<file path="config.mk">
export PLATFORM = sky130hd
export DESIGN_NAME = pdm_pin_mux
export DESIGN_NICKNAME = d
export VERILOG_FILES = /design/src/rtl/pdm_pkg.sv /design/src/rtl/pdm_pin_mux.sv /design/src/rtl/pdm_pin_sync.sv
export SDC_FILE = /design/constraint.sdc
export NUM_CORES = 1
export LEC_CHECK = 0
export BUFFER_PORTS_ARGS = -buffer_cell sky130_fd_sc_hd__clkbuf_2
export CAP_MARGIN = 20
export CORE_MARGIN = 2
export CORE_UTILIZATION = 51
export DETAILED_ROUTE_END_ITERATION = 12
export PLACE_DENSITY = 0.79
export SYNTH_ARGS = -nofsm -noshare
export SYNTH_HDL_FRONTEND = slang
export SYNTH_SLANG_ARGS = --single-unit
export TNS_END_PERCENT = 1
</file>
<file path="constraint.sdc">
create_clock -name aclk -period 3 [get_ports aclk]
set_clock_uncertainty 0.1 [all_clocks]
set_input_delay 0.15 -clock aclk [delete_from_list [all_inputs] [get_ports aclk]]
set_output_delay 0.15 -clock aclk [all_outputs]
set_load 0.01 [all_outputs]
</file>
<file path="src/rtl/pdm_pkg.sv">
// package: register map, field layout and encodings of the pin drive and mux block
package pdm_pkg;
    // register indices and byte addresses (byte address is four times the index)
    localparam logic [7:0] IDX_EXT_SELECT = 8'h23;
    localparam logic [7:0] IDX_TRIG_ONE = 8'h24;
    localparam logic [7:0] IDX_TRIG_TWO = 8'h25;
    localparam logic [7:0] IDX_FSK_PSK = 8'h26;
    localparam logic [7:0] IDX_MONITOR = 8'h27;
    localparam logic [7:0] IDX_PIN_STATUS = 8'h28;
    localparam logic [9:0] ADDR_EXT_SELECT = {IDX_EXT_SELECT, 2'b00};
    localparam logic [9:0] ADDR_PIN_CFG_BASE = {IDX_TRIG_ONE, 2'b00};
    localparam logic [9:0] ADDR_PIN_STATUS = {IDX_PIN_STATUS, 2'b00};
    localparam int NUM_PINS = 4;
    // field layout
    localparam int DRIVE_LSB = 0;
    localparam int DRIVE_MSB = 2;
    localparam int SEL_LSB = 3;
    localparam int SEL_MSB = 7;
    localparam logic [31:0] EXT_BIT_POS = 32'h80_20_10_08; // ext bit mask per pin, one byte each
    localparam logic [7:0] CFG_RESET = 8'h00;
    localparam logic [7:0] EXT_RESET = 8'h00;
    // drive states
    localparam logic [2:0] DRV_TRISTATE = 3'h0;
    localparam logic [2:0] DRV_OPEN_DRAIN = 3'h1;
    localparam logic [2:0] DRV_PUSH_PULL = 3'h2;
    localparam logic [2:0] DRV_RESERVED = 3'h3;
    localparam logic [2:0] DRV_GROUND = 3'h4;
    localparam logic [2:0] DRV_INV_OPEN_DRAIN = 3'h5;
    localparam logic [2:0] DRV_INV_PUSH_PULL = 3'h6;
    localparam logic [2:0] DRV_INPUT = 3'h7;
    // selection codes
    localparam logic [5:0] SEL_GROUND = 6'h00;
    localparam logic [5:0] SEL_RAW_TRIG_ONE = 6'h01;
    localparam logic [5:0] SEL_RAW_TRIG_TWO = 6'h02;
    localparam logic [5:0] SEL_RAW_FSK_PSK = 6'h03;
    localparam logic [5:0] SEL_SYNC_TRIG_ONE = 6'h04;
    localparam logic [5:0] SEL_SYNC_TRIG_TWO = 6'h05;
    localparam logic [5:0] SEL_SYNC_FSK_PSK = 6'h06;
    localparam logic [5:0] SEL_READBACK = 6'h07;
    localparam logic [5:0] SEL_COMPARATOR_ZERO = 6'h08;
    localparam logic [5:0] SEL_COMBINED_LOCK = 6'h0a;
    localparam logic [5:0] SEL_DIGITAL_LOCK = 6'h0b;
    localparam logic [5:0] SEL_PUMP_GOOD = 6'h0c;
    // bus responses
    localparam logic [1:0] RESP_OKAY = 2'b00;
    localparam logic [1:0] RESP_SLVERR = 2'b10;
endpackage

</file>
<file path="src/rtl/pdm_pin_mux.sv">
// module: drive state and signal selection for four multi-purpose pins, AXI4-Lite registers
`timescale 1ns/1ns
`default_nettype none
module pdm_pin_mux
    import pdm_pkg::*;
(
    // clock and reset
    input wire logic aclk,
    input wire logic aresetn,
    // axi4-lite write address
    input wire logic [31:0] s_axi_awaddr,
    input wire logic s_axi_awvalid,
    output logic s_axi_awready,
    // axi4-lite write data
    input wire logic [31:0] s_axi_wdata,
    input wire logic [3:0] s_axi_wstrb,
    input wire logic s_axi_wvalid,
    output logic s_axi_wready,
    // axi4-lite write response
    output logic [1:0] s_axi_bresp,
    output logic s_axi_bvalid,
    input wire logic s_axi_bready,
    // axi4-lite read address
    input wire logic [31:0] s_axi_araddr,
    input wire logic s_axi_arvalid,
    output logic s_axi_arready,
    // axi4-lite read data
    output logic [31:0] s_axi_rdata,
    output logic [1:0] s_axi_rresp,
    output logic s_axi_rvalid,
    input wire logic s_axi_rready,
    // internal status sources
    input wire logic readback_data,
    input wire logic comparator_zero,
    input wire logic digital_lock_flag,
    input wire logic pump_voltage_monitor,
    // pins: 0 trigger one, 1 trigger two, 2 fsk/psk, 3 monitor output
    input wire logic [3:0] pin_in,
    output logic [3:0] pin_out,
    output logic [3:0] pin_oe
);
    logic [7:0] pin_cfg_reg [NUM_PINS];
    logic [7:0] ext_sel_reg;
    logic [31:0] awaddr_reg;
    logic aw_held_reg;
    logic [31:0] wdata_reg;
    logic [3:0] wstrb_reg;
    logic w_held_reg;
    logic [3:0] raw_in;
    logic [3:0] sync_in;
    logic combined_lock_flag;
    logic [3:0] sel_signal;
    logic [3:0] pin_out_next;
    logic [3:0] pin_oe_next;
    logic do_write;
    logic [9:0] wr_addr;
    logic [9:0] rd_addr;
    logic [31:0] rd_data_next;
    logic rd_hit;

    // input synchronisers, one per pin
    // raw copies tap the second stage, so selects 1 to 3 never see the first flop
    genvar gi;
    generate
        for (gi = 0; gi < NUM_PINS; gi = gi + 1)
        begin : g_sync
            pdm_pin_sync u_sync
            (
                .aclk(aclk),
                .aresetn(aresetn),
                .pin_in(pin_in[gi]),
                .raw_out(raw_in[gi]),
                .sync_out(sync_in[gi])
            );
        end
    endgenerate

    // lock indication only when both monitors are good
    assign combined_lock_flag = digital_lock_flag & pump_voltage_monitor;

    // write address and data accepted independently, held until the response
    // no new half is taken while a response waits, so one write at most is open
    assign s_axi_awready = !aw_held_reg && !s_axi_bvalid;
    assign s_axi_wready = !w_held_reg && !s_axi_bvalid;

    always_ff @(posedge aclk)
    begin
        if (!aresetn)
        begin
            aw_held_reg <= 1'b0;
            awaddr_reg <= 32'h0000_0000;
        end
        else if (s_axi_awvalid && s_axi_awready)
        begin
            aw_held_reg <= 1'b1;
            awaddr_reg <= s_axi_awaddr;
        end
        else if (do_write)
            aw_held_reg <= 1'b0;
    end

    always_ff @(posedge aclk)
    begin
        if (!aresetn)
        begin
            w_held_reg <= 1'b0;
            wdata_reg <= 32'h0000_0000;
            wstrb_reg <= 4'h0;
        end
        else if (s_axi_wvalid && s_axi_wready)
        begin
            w_held_reg <= 1'b1;
            wdata_reg <= s_axi_wdata;
            wstrb_reg <= s_axi_wstrb;
        end
        else if (do_write)
            w_held_reg <= 1'b0;
    end

    // both halves present: commit the write
    assign do_write = aw_held_reg && w_held_reg;
    assign wr_addr = awaddr_reg[9:0];

    // write response, error for unmapped or read-only words
    always_ff @(posedge aclk)
    begin
        if (!aresetn)
        begin
            s_axi_bvalid <= 1'b0;
            s_axi_bresp <= RESP_OKAY;
        end
        else if (do_write)
        begin
            s_axi_bvalid <= 1'b1;
            if (awaddr_reg[31:10] == 22'h0 && (wr_addr == ADDR_EXT_SELECT
                || (wr_addr >= ADDR_PIN_CFG_BASE
                && wr_addr < ADDR_PIN_STATUS && wr_addr[1:0] == 2'b00)))
                s_axi_bresp <= RESP_OKAY;
            else
                s_axi_bresp <= RESP_SLVERR;
        end
        else if (s_axi_bready)
            s_axi_bvalid <= 1'b0;
    end

    // pin config registers, drive state and select field, reset to tristate
    generate
        for (gi = 0; gi < NUM_PINS; gi = gi + 1)
        begin : g_cfg
            always_ff @(posedge aclk)
            begin
                if (!aresetn)
                    pin_cfg_reg[gi] <= CFG_RESET;
                else if (do_write && wstrb_reg[0] && awaddr_reg[31:10] == 22'h0
                    && wr_addr == ADDR_PIN_CFG_BASE + 10'(4 * gi))
                    pin_cfg_reg[gi] <= wdata_reg[7:0];
            end
        end
    endgenerate

    // extension select bits
    // bit 3 trigger one, bit 4 trigger two, bit 5 fsk/psk, bit 7 monitor output
    always_ff @(posedge aclk)
    begin
        if (!aresetn)
            ext_sel_reg <= EXT_RESET;
        else if (do_write && wstrb_reg[0] && awaddr_reg[31:10] == 22'h0
            && wr_addr == ADDR_EXT_SELECT)
            ext_sel_reg <= wdata_reg[7:0];
    end

    // read channel
    assign s_axi_arready = !s_axi_rvalid;
    assign rd_addr = s_axi_araddr[9:0];

    // read decode
    always_comb
    begin
        rd_data_next = 32'h0000_0000;
        rd_hit = 1'b1;
        // an address above the register window reads zero before any decode
        if (s_axi_araddr[31:10] != 22'h0)
            rd_hit = 1'b0;
        else if (rd_addr == ADDR_EXT_SELECT)
            rd_data_next[7:0] = ext_sel_reg;
        else if (rd_addr == ADDR_PIN_STATUS)
            rd_data_next[11:0] = {pin_oe, pin_out, sync_in};
        else if (rd_addr >= ADDR_PIN_CFG_BASE && rd_addr < ADDR_PIN_STATUS
            && rd_addr[1:0] == 2'b00)
            rd_data_next[7:0] = pin_cfg_reg[rd_addr[3:2]];
        else
            rd_hit = 1'b0;
    end

    always_ff @(posedge aclk)
    begin
        if (!aresetn)
        begin
            s_axi_rvalid <= 1'b0;
            s_axi_rdata <= 32'h0000_0000;
            s_axi_rresp <= RESP_OKAY;
        end
        else if (s_axi_arvalid && s_axi_arready)
        begin
            s_axi_rvalid <= 1'b1;
            s_axi_rdata <= rd_data_next;
            s_axi_rresp <= rd_hit ? RESP_OKAY : RESP_SLVERR;
        end
        else if (s_axi_rready)
            s_axi_rvalid <= 1'b0;
    end

    // per pin: signal selection then drive state
    generate
        for (gi = 0; gi < NUM_PINS; gi = gi + 1)
        begin : g_pin
            logic [5:0] sel;
            logic [2:0] drive;

            // six-bit select from config field and extension bit
            assign sel = {|(ext_sel_reg & EXT_BIT_POS[8*gi +: 8]),
                pin_cfg_reg[gi][SEL_MSB:SEL_LSB]};
            assign drive = pin_cfg_reg[gi][DRIVE_MSB:DRIVE_LSB];

            // source multiplexer
            always_comb
            begin
                case (sel)
                    SEL_GROUND: sel_signal[gi] = 1'b0;
                    SEL_RAW_TRIG_ONE: sel_signal[gi] = raw_in[0];
                    SEL_RAW_TRIG_TWO: sel_signal[gi] = raw_in[1];
                    SEL_RAW_FSK_PSK: sel_signal[gi] = raw_in[2];
                    SEL_SYNC_TRIG_ONE: sel_signal[gi] = sync_in[0];
                    SEL_SYNC_TRIG_TWO: sel_signal[gi] = sync_in[1];
                    SEL_SYNC_FSK_PSK: sel_signal[gi] = sync_in[2];
                    SEL_READBACK: sel_signal[gi] = readback_data;
                    SEL_COMPARATOR_ZERO: sel_signal[gi] = comparator_zero;
                    SEL_COMBINED_LOCK: sel_signal[gi] = combined_lock_flag;
                    SEL_DIGITAL_LOCK: sel_signal[gi] = digital_lock_flag;
                    SEL_PUMP_GOOD: sel_signal[gi] = pump_voltage_monitor;
                    // unlisted selects read as ground so a stray code drives nothing live
                    default: sel_signal[gi] = 1'b0;
                endcase
            end

            // drive state decode into level and enable
            always_comb
            begin
                case (drive)
                    DRV_OPEN_DRAIN:
                    begin
                        pin_out_next[gi] = 1'b0;
                        pin_oe_next[gi] = !sel_signal[gi];
                    end
                    DRV_PUSH_PULL:
                    begin
                        pin_out_next[gi] = sel_signal[gi];
                        pin_oe_next[gi] = 1'b1;
                    end
                    DRV_GROUND:
                    begin
                        pin_out_next[gi] = 1'b0;
                        pin_oe_next[gi] = 1'b1;
                    end
                    DRV_INV_OPEN_DRAIN:
                    begin
                        pin_out_next[gi] = 1'b0;
                        pin_oe_next[gi] = sel_signal[gi];
                    end
                    DRV_INV_PUSH_PULL:
                    begin
                        pin_out_next[gi] = !sel_signal[gi];
                        pin_oe_next[gi] = 1'b1;
                    end
                    default:
                    begin
                        // tristate, reserved and input all release the pin
                        pin_out_next[gi] = 1'b0;
                        pin_oe_next[gi] = 1'b0;
                    end
                endcase
            end
        end
    endgenerate

    // registered pin drivers
    // the flop keeps a select change from glitching a pad through the decode
    always_ff @(posedge aclk)
    begin
        if (!aresetn)
        begin
            pin_out <= 4'h0;
            pin_oe <= 4'h0;
        end
        else
        begin
            pin_out <= pin_out_next;
            pin_oe <= pin_oe_next;
        end
    end
endmodule
`default_nettype wire

</file>
<file path="src/rtl/pdm_pin_sync.sv">
// module: three-stage synchroniser with agreement filter for one pin input
`timescale 1ns/1ns
`default_nettype none
module pdm_pin_sync
(
    // clock and reset
    input wire logic aclk,
    input wire logic aresetn,
    // pin side
    input wire logic pin_in,
    // clock side
    output logic raw_out,
    output logic sync_out
);
    logic stage1_reg;
    logic stage2_reg;
    logic stage3_reg;

    // shift chain, first stage feeds only the second
    always_ff @(posedge aclk)
    begin
        if (!aresetn)
        begin
            stage1_reg <= 1'b0;
            stage2_reg <= 1'b0;
            stage3_reg <= 1'b0;
        end
        else
        begin
            stage1_reg <= pin_in;
            stage2_reg <= stage1_reg;
            stage3_reg <= stage2_reg;
        end
    end

    // filtered copy changes once stages two and three agree
    always_ff @(posedge aclk)
    begin
        if (!aresetn)
            sync_out <= 1'b0;
        else if (stage2_reg == stage3_reg)
            sync_out <= stage3_reg;
    end

    assign raw_out = stage2_reg;
endmodule
`default_nettype wire

</file>
==> metrics.cfg <==
[setup_path]
slowest_delay_ps=670
crit_chain=nor3b_1 -> nand3_1 -> nor2_1 -> nand2_1 -> nor2_1
cp_common_cell=nor2_1
critPathKind=reg -> reg
slowest_stage=nor2_1
cp-end-kind=flip-flop
cp.arrival_ps=2670
critPathRequiredTime_ps=3260
worstSetupStartpointType=flip-flop
path_max_fanout=16

[power]
p_clk_frac=0.458
power_leakage_uw=0.00291
power_frac_comb=0.095
power.internal_uw=3000
p_switching_uw=1090
ir_worst_vdd_uv=335
swShare=0.267
pwr-share-seq=0.448
power_uw=4090
p_per_area_mw_per_mm2=568

[cts]
clk_latency_ps=520
cts_tree=yes
clock-root-buffer=clkbuf_8
path_clk_slew_ps=70
post_cts_buffers=0
cts_resized=0
clk_path_buf_depth=2
ctsHoldBuffers=48
htreeDepth=4
cts_inserted_buffers=17
cts.sinks=123

[die]
core_area_mm2=0.0107
ios=164
rows=38
initial_core_util=0.518
die_h_um=109
dieArea_mm2=0.0118
die_x_um=109

[detailed_routing]
drtIter0Drc=376
wl_per_cell_um=16.1
antenna_left=0
first_pass_iters=6
drc=0
num_vias=5026
wirelength_mm=14.6
avgViaCountPerCell=5.53

[global_route]
grt_start_max_net_pins=34
grt_pass1_vias=4814
overflow=0
grt_first_pass_wirelength_mm=23.2
grt_usage=0.256
antenna_found_initial=0

[synth]
synth_area_leaders=dfxtp_1 33%, edfxtp_1 17%, nand2_1 8.0%
synth_edf_count=32
postSynthAreaPerCell_um2=9.36
synth_seq_cells=123
synthFlopType=dfxtp_1
netlist.area_leader.share=0.327
synth.distinct_cells=55
synthCells=595
yosysTopAreaCell=dfxtp_1
ys_async_sr_fraction=0
ys_seq_area_frac=0.500
netlist_area_mm2=0.00557
ys_warn_count=0

[sta]
period_needed_ps=2410
max_freq_mhz=414
period_share=0.804
grt_setup_unrepaired=false
setup_viol=0
finalHoldViolations=1
slew_viol_final=0
worst_pin_slew_ps=978
hold-worst-slack_ps=-8.14
fin_tns_setup_ps=0
slew_headroom=0.346

[cells_and_area]
syn_to_final_growth_pct=29.4
layout_common_cells=118 x nand2_1, 114 x clkbuf_2, 91 x dfxtp_1
mostFrequentLayoutCell=nand2_1
drive_gt1_frac=0.226
antenna_cells=0
layout.nets=871

[placement]
portBuffers=114
hpwl_mm=9.60
place.gp.congestion=0.865

[outcome]
violations=hold timing
status=finished with violations

[run]
cap_viol_max_count=0

[min_path]
hp-class=in -> reg

cell usage after synthesis, drive strengths merged, types with 8 or more instances:
cell type  count
nor4          15
o22ai         13
clkbuf        23
a21oi         74
o21ai         10
and2          14
mux4          13
nand2b         8
edfxtp        32
dfxtp         91
inv           13
buf           26
o211ai         9
and3           9
mux2i         11
nand2        118
nor2          52
critical path, delay by kind of cell (launching register included):
kind          cells  cell delay (ps)
flops             1              320
simple gates      5             1850
stage by stage:
| step | std cells | setup WS, ps | hold WS [ps] | instance area, um^2 | util |
|---|---|---|---|---|---|
| global route | 909 | 369 | 20.1 | 7210 | 0.671 |
| CTS | 908 | 586 | 1.32 | 7190 | 0.669 |
| global placement | 828 | 732 | 240 | 6170 | 0.574 |
| finish | 909 | 587 | -8.14 | 7210 | 0.671 |
| floorplan | 616 | 806 | 150 | 5650 | - |
| detailed placement | 828 | 619 | 255 | 6170 | 0.574 |
metal layers:
metal / track usage / share of wire / up-vias
met2: 0.453 / 0.52 / 229
li1: - / - / 2417
met5: 0 / 0 / -
met1: 0.297 / 0.40 / 2343
met3: 0.0621 / 0.063 / 37
met4: 0.104 / 0.024 / 0
cell type report:
type                       instances  area (um^2)
timing repair buffer             170         1120
clock buffer                      17          414
sequential                       123         2780
inverter                          13         48.8
clock inverter                    15          126
multi-input combinational        431         2540
tap                              140          175
fill                             838         3540
path summary, 6_finish.rpt:
kind	from	endpoint	slack (ps)	cells past startpoint
worst max-delay path	awaddr_reg[7]	pin_cfg_reg[3][3]	590	5
worst min-delay path	s_axi_awvalid	awaddr_reg[18]	-8	4
worst max register to register	awaddr_reg[7]	pin_cfg_reg[3][3]	590	5
worst min register to register	g_sync[1].u_sync.stage1_reg	g_sync[1].u_sync.raw_out	320	1
cell families after synthesis:
logic type | share of synthesized area
other | 0.000673
flip-flops | 0.500
multiplexers | 0.0797
AND/OR/NAND/NOR | 0.217
buffers and inverters | 0.0582
AO/OA/AOI/OAI | 0.145
power groups by stage:
stage | registers, uW | logic [uW] | clock network (uW)
after floorplan | 1850 | 232 | 0
after global placement | 1860 | 311 | 0
after detailed placement | 1870 | 321 | 0
after CTS | 1830 | 372 | 1890
after global routing | 1840 | 427 | 1970
final | 1830 | 387 | 1870
Power figures use the tool's default switching activity.
